==> config.mk <==
export PLATFORM = sky130hd
export DESIGN_NAME = tom_engine
export DESIGN_NICKNAME = d
export VERILOG_FILES = /design/src/include/tom_pkg.sv /design/src/rtl/tom_engine.sv /design/src/rtl/tom_sync.sv
export VERILOG_INCLUDE_DIRS = /design/src /design/src/include
export SDC_FILE = /design/constraint.sdc
export NUM_CORES = 1
export LEC_CHECK = 0
export BUFFER_PORTS_ARGS = -buffer_cell sky130_fd_sc_hd__buf_2
export CAP_MARGIN = 30
export CELL_PAD_IN_SITES_DETAIL_PLACEMENT = 0
export CELL_PAD_IN_SITES_GLOBAL_PLACEMENT = 1
export CORE_ASPECT_RATIO = 1.75
export CORE_MARGIN = 3
export CORE_UTILIZATION = 48
export DETAILED_ROUTE_END_ITERATION = 8
export PLACE_DENSITY_LB_ADDON = 0.1
export SYNTH_ARGS = -nofsm -noshare
export SYNTH_HDL_FRONTEND = slang
export SYNTH_SLANG_ARGS = --single-unit
==> constraint.sdc <==
create_clock -name core_clk -period 4.29 [get_ports core_clk]
set_input_delay 0.6435 -clock core_clk [delete_from_list [all_inputs] [get_ports core_clk]]
set_output_delay 0.6435 -clock core_clk [all_outputs]
set_load 0.02 [all_outputs]
==> src/include/tom_consts.svh <==
// Purpose: Register indices, field positions, reset values of the trigger OR engine
// Assumes: Byte address of a register is four times its index
// Notes:   Definitions only, shared by the package and the engine
`ifndef TOM_CONSTS_SVH
`define TOM_CONSTS_SVH

// ----------------------------------------------------------------------
// Bus geometry
// ----------------------------------------------------------------------
`define TOM_ADDR_W       20

// ----------------------------------------------------------------------
// Register indices
// ----------------------------------------------------------------------
`define TOM_IDX_CAP      18'h09dd0
`define TOM_IDX_SEL      18'h09dda
`define TOM_IDX_CTRL     18'h09e00
`define TOM_IDX_CHLO     18'h09e10
`define TOM_IDX_CHHI     18'h09e11
`define TOM_IDX_DLY      18'h09e20
`define TOM_IDX_ISTAT    18'h09e30
`define TOM_IDX_ICLR     18'h09e31
`define TOM_IDX_IEN      18'h09e32
`define TOM_IDX_STAT     18'h09e40

// ----------------------------------------------------------------------
// Source select encoding
// ----------------------------------------------------------------------
`define TOM_NO_SOURCE    32'h0000_0000
`define TOM_SW_BIT       32'h0000_0001
`define TOM_EXT0_BIT     32'h0000_0002
`define TOM_EXT1_BIT     32'h0000_0004
`define TOM_EXTRA_TTL_INPUT0_BIT     32'h0000_0100
`define TOM_EXTRA_TTL_INPUT1_BIT     32'h0000_0200
`define TOM_SEL_DEFINED  32'h0000_0307
`define TOM_SEL_RESET    32'h0000_0001

// ----------------------------------------------------------------------
// Control and interrupt fields
// ----------------------------------------------------------------------
`define TOM_CTRL_START   0
`define TOM_CTRL_STOP    1
`define TOM_CTRL_FORCE   2
`define TOM_CTRL_EN      3
`define TOM_INT_HIT      0
`define TOM_INT_OUT      1
`define TOM_INT_W        2

`endif

==> src/include/tom_pkg.sv <==
// Purpose: Types of the trigger OR engine
// Assumes: Constants come from the shared header
// Notes:   State is one packed struct per module
`include "tom_consts.svh"

package tom_pkg;

	// ------------------------------------------------------------------
	// APB carriers
	// ------------------------------------------------------------------
	typedef struct packed {
		logic                   psel;
		logic                   penable;
		logic                   pwrite;
		logic [`TOM_ADDR_W-1:0] paddr;
		logic [31:0]            pwdata;
	} tom_apb_req_t;

	typedef struct packed {
		logic [31:0] prdata;
		logic        pready;
		logic        pslverr;
	} tom_apb_rsp_t;

	// ------------------------------------------------------------------
	// Engine phases and state
	// ------------------------------------------------------------------
	typedef enum logic [2:0] {
		TOM_IDLE  = 3'b001,
		TOM_ARMED = 3'b010,
		TOM_DELAY = 3'b100
	} tom_phase_t;

	typedef struct packed {
		tom_phase_t              phase;
		logic [31:0]             sel;
		logic [31:0]             ch_lo;
		logic [31:0]             ch_hi;
		logic                    trig_en;
		logic [31:0]             delay;
		logic [31:0]             dcnt;
		logic [`TOM_INT_W-1:0]   ist;
		logic [`TOM_INT_W-1:0]   ien;
		logic                    irq;
		logic                    trig;
		tom_apb_rsp_t            rsp;
	} tom_state_t;

endpackage

==> src/rtl/tom_engine.sv <==
// Purpose: Trigger OR mask engine with APB registers, delay stage and interrupt
// Assumes: One core_clk at 250 MHz; channel detectors run on core_clk
// Notes:   Pin triggers are synchronised, costing two cycles of latency
//
// Our own choice: the APB slave port.
`timescale 1ns/100ps
`default_nettype none
`include "tom_consts.svh"

// Operation
// - The OR combination has a general part for software and external pins and a channel part.
// - A read/write source select register chooses which general sources take part.
// - A read-only capability register shows a set bit for each source present on the card.
// - Select bits are 0 none, 1h software, 2h ext 0, 4h ext 1, 100h extra 0, 200h extra 1.
// - With the software bit selected the trigger rises as soon as the engine is armed.
// - With an external bit selected the trigger rises once that input condition is valid.
// - External 1 and the extra inputs exist only on some variants and read as zero if absent.
// - After reset the select register holds only the software bit, which software should clear.
// - One enable command switches every trigger source on or off at once.
// - A force command while armed gives a trigger whatever the masks hold.
// - The combined event passes a programmable delay before the final trigger goes out.
// - All sources reach the OR, but only those with a select bit set are recognised.
// - Channel sources use two channel select registers and exist only on acquisition cards.
module tom_engine #(
	parameter int NUM_CH   = 64,
	parameter bit IS_ACQ   = 1'b1,
	parameter bit HAS_EXT1 = 1'b0,
	parameter bit HAS_XIO  = 1'b0
)(
	// Clock and reset
	input  wire logic                  core_clk,
	input  wire logic                  resetn,
	// APB slave
	input  wire tom_pkg::tom_apb_req_t apb_req,
	output var  tom_pkg::tom_apb_rsp_t apb_rsp,
	// Trigger pins
	input  wire logic                  external_input0,
	input  wire logic                  external_input1,
	input  wire logic                  extra_ttl_input0,
	input  wire logic                  extra_ttl_input1,
	// Channel detectors
	input  wire logic [NUM_CH-1:0]     chan_detect,
	// Results
	output logic                       trig_out,
	output logic                       armed,
	output logic                       irq
);
	import tom_pkg::*;

	// ------------------------------------------------------------------
	// Variant constants
	// ------------------------------------------------------------------
	localparam logic [63:0] CH_ONES  = (NUM_CH >= 64) ? 64'hffff_ffff_ffff_ffff :
	                                   ((64'h1 << NUM_CH) - 64'h1);
	// Channel detectors only count on acquisition cards
	localparam logic [63:0] CH_AVAIL = IS_ACQ ? CH_ONES : 64'h0;

	if (NUM_CH < 1 || NUM_CH > 64)
	begin : g_param_check
		$error("tom_engine serves 1 to 64 channel detectors");
	end

	tom_state_t  st;
	tom_state_t  next_st;
	logic [3:0]  pins;
	logic [31:0] cap_val;
	logic [31:0] src_vec;
	logic [63:0] ch_sel;
	logic [31:0] rd_data;
	logic        mapped;
	logic        acc;
	logic        wr_go;
	logic        is_cap;
	logic        is_sel;
	logic        is_ctrl;
	logic        is_chlo;
	logic        is_chhi;
	logic        is_dly;
	logic        is_istat;
	logic        is_iclr;
	logic        is_ien;
	logic        is_stat;
	logic        start_cmd;
	logic        stop_cmd;
	logic        force_cmd;
	logic        gen_hit;
	logic        ch_hit;
	logic        hit;
	logic        fire;

	// ------------------------------------------------------------------
	// Source conditioning
	// ------------------------------------------------------------------
	// Pins are asynchronous, so every one passes two flops first
	tom_sync #(
		.WIDTH    (4)
	) u_sync (
		.core_clk (core_clk),
		.resetn   (resetn),
		.async_in ({extra_ttl_input1, extra_ttl_input0, external_input1, external_input0}),
		.sync_out (pins)
	);

	assign cap_val = `TOM_SW_BIT | `TOM_EXT0_BIT
	               | (HAS_EXT1 ? `TOM_EXT1_BIT : `TOM_NO_SOURCE)
	               | (HAS_XIO ? (`TOM_EXTRA_TTL_INPUT0_BIT | `TOM_EXTRA_TTL_INPUT1_BIT) : `TOM_NO_SOURCE);

	// Source bit placement
	// Software source is always asserted; it only counts once armed
	assign src_vec = `TOM_SW_BIT
	               | ({32{pins[0]}} & `TOM_EXT0_BIT)
	               | ({32{pins[1]}} & `TOM_EXT1_BIT)
	               | ({32{pins[2]}} & `TOM_EXTRA_TTL_INPUT0_BIT)
	               | ({32{pins[3]}} & `TOM_EXTRA_TTL_INPUT1_BIT);

	// General part and channel part of the OR
	// Only selected and present sources count
	assign gen_hit = |(st.sel & cap_val & src_vec);
	// Channel part over both channel select words
	assign ch_sel  = {st.ch_hi, st.ch_lo};
	assign ch_hit  = |(ch_sel[NUM_CH-1:0] & CH_AVAIL[NUM_CH-1:0] & chan_detect);
	assign hit     = gen_hit | ch_hit;

	// ------------------------------------------------------------------
	// APB decode
	// ------------------------------------------------------------------
	assign acc      = apb_req.psel & apb_req.penable;
	assign is_cap   = apb_req.paddr == {`TOM_IDX_CAP, 2'b00};
	assign is_sel   = apb_req.paddr == {`TOM_IDX_SEL, 2'b00};
	assign is_ctrl  = apb_req.paddr == {`TOM_IDX_CTRL, 2'b00};
	assign is_chlo  = apb_req.paddr == {`TOM_IDX_CHLO, 2'b00};
	assign is_chhi  = apb_req.paddr == {`TOM_IDX_CHHI, 2'b00};
	assign is_dly   = apb_req.paddr == {`TOM_IDX_DLY, 2'b00};
	assign is_istat = apb_req.paddr == {`TOM_IDX_ISTAT, 2'b00};
	assign is_iclr  = apb_req.paddr == {`TOM_IDX_ICLR, 2'b00};
	assign is_ien   = apb_req.paddr == {`TOM_IDX_IEN, 2'b00};
	assign is_stat  = apb_req.paddr == {`TOM_IDX_STAT, 2'b00};
	assign mapped   = is_cap | is_sel | is_ctrl | is_chlo | is_chhi | is_dly
	                | is_istat | is_iclr | is_ien | is_stat;

	// Writes land only on the edge that samples pready high
	assign wr_go     = acc & apb_req.pwrite & st.rsp.pready & mapped;
	assign start_cmd = wr_go & is_ctrl & apb_req.pwdata[`TOM_CTRL_START];
	assign stop_cmd  = wr_go & is_ctrl & apb_req.pwdata[`TOM_CTRL_STOP];
	assign force_cmd = wr_go & is_ctrl & apb_req.pwdata[`TOM_CTRL_FORCE];

	// Read mux; write-only and command bits read as zero
	always_comb
	begin
		rd_data = 32'h0000_0000;
		if (is_cap)
			rd_data = cap_val;
		if (is_sel)
			rd_data = st.sel;
		if (is_ctrl)
			rd_data[`TOM_CTRL_EN] = st.trig_en;
		if (is_chlo)
			rd_data = st.ch_lo;
		if (is_chhi)
			rd_data = st.ch_hi;
		if (is_dly)
			rd_data = st.delay;
		if (is_istat)
			rd_data[`TOM_INT_W-1:0] = st.ist;
		if (is_ien)
			rd_data[`TOM_INT_W-1:0] = st.ien;
		if (is_stat)
			rd_data[2:0] = st.phase;
	end

	// ------------------------------------------------------------------
	// Next state
	// ------------------------------------------------------------------
	always_comb
	begin
		next_st      = st;
		next_st.trig = 1'b0;
		fire         = 1'b0;
		// One wait state keeps the read mux off the output path
		next_st.rsp.pready = acc & ~st.rsp.pready;
		if (acc && !st.rsp.pready)
		begin
			next_st.rsp.prdata  = apb_req.pwrite ? 32'h0000_0000 : rd_data;
			next_st.rsp.pslverr = ~mapped;
		end
		// Register writes
		if (wr_go)
		begin
			if (is_sel)
				next_st.sel = apb_req.pwdata & `TOM_SEL_DEFINED;
			// Channel select words, absent channels stay zero
			if (is_chlo)
				next_st.ch_lo = apb_req.pwdata & CH_AVAIL[31:0];
			if (is_chhi)
				next_st.ch_hi = apb_req.pwdata & CH_AVAIL[63:32];
			if (is_ctrl)
				next_st.trig_en = apb_req.pwdata[`TOM_CTRL_EN];
			if (is_dly)
				next_st.delay = apb_req.pwdata;
			if (is_ien)
				next_st.ien = apb_req.pwdata[`TOM_INT_W-1:0];
			if (is_iclr)
				next_st.ist = st.ist & ~apb_req.pwdata[`TOM_INT_W-1:0];
		end
		// Phase machine; stop wins over every other command
		unique case (st.phase)
			TOM_IDLE:
			begin
				if (start_cmd && !stop_cmd)
					next_st.phase = TOM_ARMED;
			end
			TOM_ARMED:
			begin
				if (stop_cmd)
					next_st.phase = TOM_IDLE;
				// Software and pin sources fire through hit
				else if (force_cmd || (st.trig_en && hit))
				begin
					fire = 1'b1;
					// Zero delay issues on the next edge
					if (st.delay == 32'h0000_0000)
					begin
						next_st.trig  = 1'b1;
						next_st.phase = TOM_IDLE;
					end
					else
					begin
						next_st.dcnt  = st.delay;
						next_st.phase = TOM_DELAY;
					end
				end
			end
			TOM_DELAY:
			begin
				if (stop_cmd)
					next_st.phase = TOM_IDLE;
				else if (st.dcnt == 32'h0000_0001)
				begin
					next_st.trig  = 1'b1;
					next_st.phase = TOM_IDLE;
				end
				else
					next_st.dcnt = st.dcnt - 32'h0000_0001;
			end
		endcase
		// Sticky events; a set in the clear cycle wins
		if (fire)
			next_st.ist[`TOM_INT_HIT] = 1'b1;
		if (next_st.trig)
			next_st.ist[`TOM_INT_OUT] = 1'b1;
		next_st.irq = |(next_st.ist & next_st.ien);
	end

	// ------------------------------------------------------------------
	// State register
	// ------------------------------------------------------------------
	always_ff @(posedge core_clk or negedge resetn)
	begin
		if (!resetn)
		begin
			st       <= '0;
			st.phase <= TOM_IDLE;
			st.sel   <= `TOM_SEL_RESET;
		end
		else
			st <= next_st;
	end

	assign apb_rsp  = st.rsp;
	assign trig_out = st.trig;
	assign armed    = st.phase[1]; // One-hot armed bit, straight from its flop
	assign irq      = st.irq;
endmodule // tom_engine

`default_nettype wire

==> src/rtl/tom_sync.sv <==
// Purpose: Two-stage synchroniser for the external trigger pins
// Assumes: Pins are asynchronous to core_clk
// Notes:   The first stage is read by the second stage only
`timescale 1ns/100ps
`default_nettype none

module tom_sync #(
	parameter int WIDTH = 4
)(
	// Clock and reset
	input  wire logic             core_clk,
	input  wire logic             resetn,
	// Pins and synchronised levels
	input  wire logic [WIDTH-1:0] async_in,
	output logic      [WIDTH-1:0] sync_out
);

	typedef struct packed {
		logic [WIDTH-1:0] meta;
		logic [WIDTH-1:0] held;
	} tom_sync_state_t;

	tom_sync_state_t st;
	tom_sync_state_t next_st;

	// Elaboration check on the width
	if (WIDTH < 1)
	begin : g_width_check
		$error("tom_sync needs WIDTH of at least one");
	end

	// Shift pins through both stages
	always_comb
	begin
		next_st      = st;
		next_st.meta = async_in;
		next_st.held = st.meta;
	end

	// State register
	always_ff @(posedge core_clk or negedge resetn)
	begin
		if (!resetn)
			st <= '0;
		else
			st <= next_st;
	end

	assign sync_out = st.held;

endmodule // tom_sync

`default_nettype wire

======== After elaboration in Yosys (flattened, before gate mapping) ========
Cells that the tools add are included.
storage, ports and cells
  register bits after elaboration ......... 185
  output and inout port bits .............. 37
cells by class
  add/sub/neg operators ................... 1
  eq/ne operators ......................... 22
  multiplexer cells ....................... 37
  bitwise gates (word level) .............. 29
  reduce and logical (&&, ||, !) cells .... 18
operator list
  cell                   count
  $mux 32                9
  $eq 20x18->1 const B   10
  $and 64x64->64         1
  $pmux 32 s2            1
  $reduce_or 64->1       1
  $eq 32x1->1 const B    1
  $logic_not 32->1       1
  $reduce_or 32->1       1
  $sub 32x1->32 const B  1
  $mux 3                 7
  $ne 2x2->1 const B     6
  $mux 1                 11
  $and 2x10->10          1
  $mux 10                1
  $mux 2                 5
  $or 1x1->1             10
  $or 9x10->10           1
  $reduce_and 2->1       5
  $and 1x1->1            9
  $or 3x9->9             1
  $pmux 3 s3             1
  $ne 3x3->1 const B     2
  $reduce_and 6->1       1
  $and 2x2->2            2
  14 further kinds       18

======== Logic depth before layout (Yosys ltp) ========
  depth after elaboration ................. 20
  depth in mapped cells ................... 11
  gate-level depth less buffers ........... 9

======== Modules after synthesis ========
Synthesis repeated with hierarchy kept, for this count alone.
unflattened totals
  cells, all modules ...................... 891
  area, all modules ....................... 9552.9 µm²
modules (own cells, without submodules)
  module      instances  cells an instance  area each (µm²)  seq. area each (µm²)
  tom_engine  1          883                9352.7           4431.8
  tom_sync    1          8                  200.2            200.2

======== Worst setup path after synthesis ========
Ideal clock, no wire load.
  path type ............................... input-to-reg
  start point ............................. input port apb_req[42] (netlist name)
  end point ............................... register st[47] (netlist name)
  arrival time ............................ 2610 ps
  data required time ...................... 4165 ps
  slack ................................... 1555 ps
  stages on the path ...................... 8
  path through ............................ or4b_1 nor4b_2 nand2b_2 nor4_4 a21o_1 buf_6 inv_4 mux2_4
on the way
  cells in the longest elaborated chain, start to end .. 16
  elaborated cells on any way between the ends .. 28
  those cells by class .................... 13 x eq/ne; 13 x bitwise; 2 x reduce/logical
RTL lines
  element                                 line                                  RTL
  start: declaration                      tom_engine.sv:34                      input wire tom_pkg::tom_apb_req_t apb_req,
  $eq 20x18->1, on equally long branches  tom_engine.sv:128, tom_engine.sv:129
  $or 1x1->1 (5 in series)                tom_engine.sv:138                     assign mapped = is_cap | is_sel | is_ctrl | is_chlo | is_chhi | is_dly
  $or 1x1->1 (4 in series)                tom_engine.sv:139                     | is_istat | is_iclr | is_ien | is_stat;
  $and 1x1->1                             tom_engine.sv:142                     assign wr_go = acc & apb_req.pwrite & st.rsp.pready & mapped;
  $and 1x1->1 *                           tom_engine.sv:144, tom_engine.sv:145
  $and 1x1->1                             tom_engine.sv:145                     assign force_cmd = wr_go & is_ctrl & apb_req.pwdata[`TOM_CTRL_FORCE];
  $logic_or 1x1->1                        tom_engine.sv:217                     else if (force_cmd || (st.trig_en && hit))
  $ne 2x2->1 (no line)                    -
  $reduce_and 6->1 (no line) *            -
  end signal: assignment                  tom_engine.sv:266                     st <= next_st;
  end: declaration                        tom_engine.sv:63                      tom_state_t st;
Every way passes the cells marked *; elsewhere a longest branch is shown, timed or not.
A chain may end at the register's enable or synchronous reset.

======== Final worst setup path ========
  start point ............................. register st[40] (netlist name)
  end point ............................... register st[56] (netlist name)
on the way
  cells in the longest elaborated chain, start to end .. 4
  elaborated cells on any way between the ends .. 7
  those cells by class .................... 1 x add/sub; 2 x eq/ne; 3 x mux; 1 x reduce/logical
RTL lines
  element        line               RTL
  $sub 32x1->32  tom_engine.sv:243  next_st.dcnt = st.dcnt - 32'h0000_0001;
  $mux 32        tom_engine.sv:237  else if (st.dcnt == 32'h0000_0001)
  $mux 32        tom_engine.sv:235  if (stop_cmd)
  $pmux 32 s2    tom_engine.sv:206  unique case (st.phase)
Several ways; a longest one is shown, not always the timed one. The select of a mux whose other input is x is not followed.

==> impl_results.html <==
<table>
<tr><th>Metric</th><th>Value</th></tr>
<tr><th colspan="2">GRT</th></tr>
<tr><td>Maximum number of pins on one net before global-route repair</td><td>103</td></tr>
<tr><td>Antenna violations before repair</td><td>1</td></tr>
<tr><td>Wire length of the first global-routing pass</td><td>45.4 mm</td></tr>
<tr><td>GRT Residual Overflow</td><td>0</td></tr>
<tr><td>Aggregate global-route resource usage</td><td>0.275</td></tr>
<tr><td>Number of global-route vias before repair</td><td>7827</td></tr>
<tr><th colspan="2">Detailed routing</th></tr>
<tr><td>Routed via count divided by cell count</td><td>6.20</td></tr>
<tr><td>Final ANT Viol Nets</td><td>0</td></tr>
<tr><td>DR pass1 iterations</td><td>6</td></tr>
<tr><td>Total number of vias</td><td>7739</td></tr>
<tr><td>Post-detailed-route wirelength per cell</td><td>23.3 um</td></tr>
<tr><td>Post-detailed-route DRC marker count</td><td>0</td></tr>
<tr><td>Starting DRT DRC Count</td><td>631</td></tr>
<tr><td>Aggregate routed wire length</td><td>29.1 mm</td></tr>
<tr><th colspan="2">Synth</th></tr>
<tr><td>Share of flip-flops with an asynchronous set or reset</td><td>1.00</td></tr>
<tr><td>Net count after synthesis</td><td>1012</td></tr>
<tr><td>Number of warnings printed during yosys synthesis</td><td>0</td></tr>
<tr><td>Share of the synthesized netlist area taken by xor and xnor gates</td><td>0.000931</td></tr>
<tr><td>Fraction of the mapped netlist area in simple logic gates</td><td>0.140</td></tr>
<tr><td>Post-synthesis instance area</td><td>9400 sq um</td></tr>
<tr><td>Dominant cells by area after synthesis</td><td>dfrtp_1, mux2_2, mux2_4</td></tr>
<tr><td>Register bit total from synthesis</td><td>179</td></tr>
<tr><td>Largest family of logic cells by synthesized area</td><td>compound AO/OA/AOI/OAI gates</td></tr>
<tr><td>Synth Flop Type</td><td>dfrtp_1</td></tr>
<tr><td>Count of flip-flops with a built-in enable after synthesis</td><td>0</td></tr>
<tr><td>Average size of a mapped cell</td><td>10.6 sq um</td></tr>
<tr><td>Leading area contributor after synthesis</td><td>dfrtp_1</td></tr>
<tr><td>Compound-cell area share of the yosys netlist</td><td>0.186</td></tr>
<tr><td>Count of mapped cells out of synthesis</td><td>885</td></tr>
<tr><td>Count of unique library cells instantiated by Yosys</td><td>69</td></tr>
<tr><td>Adder-Cell Fraction of Synth Area</td><td>0.00266</td></tr>
<tr><td>Area share of the largest cell type after synthesis</td><td>0.471</td></tr>
<tr><td>Multiplexer area fraction after synthesis</td><td>0.133</td></tr>
<tr><td>Sequential area share after synthesis</td><td>0.477</td></tr>
<tr><th colspan="2">Clock tree</th></tr>
<tr><td>Max H-tree Level</td><td>4</td></tr>
<tr><td>Worst skew pair latency</td><td>440 ps</td></tr>
<tr><td>Clock tree root buffer cell</td><td>clkbuf_16</td></tr>
<tr><td># clock sinks</td><td>179</td></tr>
<tr><td>Clock tree from TritonCTS</td><td>done</td></tr>
<tr><td>Largest buffer count on any clock path</td><td>2</td></tr>
<tr><td>Number of clock buffers inserted by TritonCTS</td><td>17</td></tr>
<tr><td>Clock transition at the registers of the reported paths</td><td>70 ps</td></tr>
<tr><th colspan="2">Timing</th></tr>
<tr><td>Crit share post-route</td><td>0.699</td></tr>
<tr><td>Final setup violation count</td><td>0</td></tr>
<tr><td>Setup WS post-layout</td><td>1290 ps</td></tr>
<tr><td>Final Hold Vio Count</td><td>0</td></tr>
<tr><td>Skew final</td><td>11.0 ps</td></tr>
<tr><td>Max Fclk</td><td>0.333 GHz</td></tr>
<tr><td>Final TNS setup</td><td>0 ps</td></tr>
<tr><td>Max Transition Viols Final</td><td>0</td></tr>
<tr><td>Final critical-path required period</td><td>3000 ps</td></tr>
<tr><td>Worst rel slew slack</td><td>0.360</td></tr>
<tr><td>Unrepaired setup endpoints after global routing</td><td>no</td></tr>
<tr><td>Slew @ Worst Pin</td><td>960 ps</td></tr>
<tr><th colspan="2">Power</th></tr>
<tr><td>P per Cell Area</td><td>314 nW/um^2</td></tr>
<tr><td>IR drop worst, VDD</td><td>0.268 mV</td></tr>
<tr><td>Leakage Power</td><td>0.00523 uW</td></tr>
<tr><th colspan="2">Critical path</th></tr>
<tr><td>Category of the worst setup path launch point</td><td>flip-flop</td></tr>
<tr><td>Slowest library cell on the worst path</td><td>nor4b_2</td></tr>
<tr><td>Crit path required time</td><td>4600 ps</td></tr>
<tr><td>Cell breakdown of the critical path</td><td>inv_1, ha_1, or3b_2, nor4b_2, nor4b_1, a21oi_1, a211oi_1, o22ai_1</td></tr>
<tr><td>Crit path kind</td><td>flip-flop to flip-flop</td></tr>
<tr><td>Data arrival time of the worst path</td><td>3310 ps</td></tr>
<tr><td>Max incr delay on CP</td><td>620 ps</td></tr>
<tr><td>CP endpoint kind</td><td>flip-flop</td></tr>
<tr><td>Top fanout value on the critical path</td><td>6</td></tr>
<tr><th colspan="2">Cells and area</th></tr>
<tr><td>Layout cells sized above 1</td><td>0.328</td></tr>
<tr><td>Post-route cell area</td><td>10800 sq um</td></tr>
<tr><td>Layout overhead on the synthesized area</td><td>14.4%</td></tr>
<tr><td>Net total in the final layout</td><td>1123</td></tr>
<tr><th colspan="2">Floorplan</th></tr>
<tr><td>Std-Cell Rows</td><td>67</td></tr>
<tr><td>Core ar.</td><td>19200 sq um</td></tr>
<tr><td>Vert. Die Dim</td><td>191 um</td></tr>
<tr><td>Die area</td><td>21400 sq um</td></tr>
<tr><td>Number of top-level pins</td><td>162</td></tr>
<tr><td>Starting utilization of the core area</td><td>0.490</td></tr>
<tr><td>Die outline width</td><td>112 um</td></tr>
<tr><th colspan="2">Placement</th></tr>
<tr><td>Count of port buffers added during placement</td><td>158</td></tr>
<tr><td>Final GP Congestion</td><td>0.858</td></tr>
<tr><td>Final HPWL from detailed placement</td><td>20.4 mm</td></tr>
<tr><td>Placed standard-cell area</td><td>10200 sq um</td></tr>
<tr><td>Placement Setup Slack</td><td>970 ps</td></tr>
<tr><th colspan="2">Hold path</th></tr>
<tr><td>Worst hold path class</td><td>input port to flip-flop</td></tr>
<tr><th colspan="2">Flow run</th></tr>
<tr><td>Max-cap violation count</td><td>0</td></tr>
<tr><th colspan="2">Outcome</th></tr>
<tr><td>Result of the run</td><td>complete, no violations</td></tr>
</table>
[cells in the final DEF (no fill, tap or decap), drive strengths merged, types with 5 or more instances in the layout]
cell type,instances
a21o,5
a21oi,47
a222oi,29
a22oi,36
a2bb2oi,13
a31oi,9
buf,175
clkbuf,17
clkinv,5
dfrtp,177
inv,21
mux2,99
nand2,79
nand3,19
nand4,16
nor2,44
nor3,29
nor4,16
nor4b,8
o21ai,69
o22a,9
o22ai,9
[state kept, by name, summed over array words and instances (netlist names)]
register / flops
apb_rsp: 34
st: 76
armed: 1
u_sync.sync_out: 1
trig_out: 1
ch_sel: 64
u_sync.next_st: 1
irq: 1
[area by class of cell]
cell class | count | area, sq um
sequential | 179 | 4480
multi-input combinational | 603 | 4370
timing repair buffer | 176 | 967
clock buffer | 17 | 425
fill | 1805 | 8440
antenna | 1 | 2.50
inverter | 19 | 73.8
tap | 241 | 302
clock inverter | 13 | 136
[cells in the mapped netlist (11+ instances only)]
cell and number:
a222oi_1 29, nor2_1 44, dfrtp_1 177, a22oi_1 36
buf_4 35, buf_2 11, inv_1 18, a21oi_1 47
nand4_1 16, clkbuf_1 30, nor4_1 15, nand2_1 78
o21ai_0 69, nand3_1 19, nor3_1 26, mux2_4 26
mux2_2 70
[timing repair]
action                                 CTS  global route
hold buffers                             0             1
endpoints found under the hold margin    0             4
setup buffers                            0             0
resized for setup                        0             0
[stage by stage]
step	util	hold slack, ps	std cells	power (uW)
final	0.560	309	1249	3380
after CTS	0.558	293	1246	3400
after floorplan	-	331	885	1750
after global routing	0.560	293	1248	3490
after global placement	0.529	344	1216	1880
after detailed placement	0.529	345	1216	1880
[path summary, 6_finish.rpt]
path,start,to,slack (ps),depth (start not counted)
max reg2reg,st[40],st[56],1290,8
min reg2reg,u_sync.next_st[0],u_sync.sync_out[0],360,0
max,st[40],st[56],1290,8
min,external_input0,u_sync.next_st[0],310,1
max in group asynchronous,resetn,apb_rsp[33],2540,4
min in group asynchronous,resetn,st[51],570,2
[layer usage]
layer | routed length [um] | GRT usage | part of all wire | vias to the layer above
li1 | - | - | - | 3547
met1 | 11600 | 0.345 | 0.40 | 3899
met2 | 15100 | 0.474 | 0.52 | 247
met3 | 1590 | 0.0485 | 0.055 | 44
met4 | 717 | 0.104 | 0.025 | 2
met5 | 13 | 0 | 0.00045 | -
[critical path: cells and delay by family, from the launching register on]
family / cells / cell delay (ps)
AND/OR/NAND/NOR: 3 / 1620
AO/OA/AOI/OAI: 3 / 530
flip-flops: 1 / 450
adder cells (fa/ha/maj): 1 / 180
buffers and inverters: 1 / 100
[where the power goes]
group / internal, uW / switching [uW]
registers: 1690 / 1.36
clock network: 850 / 683
logic: 55.9 / 98.9
[kinds of logic (layout without fill, tap and decap cells)]
family,after synthesis,after routing
adders and majority gates,2,2
AOI/OAI and AO/OA,251,251
muxes,103,103
xor gates and xnor gates,1,1
and+or+nand+nor,246,246
buffers and inverters,103,225
other,0,1
DFF,179,179
No activity file was read; power rests on OpenSTA's default activity.
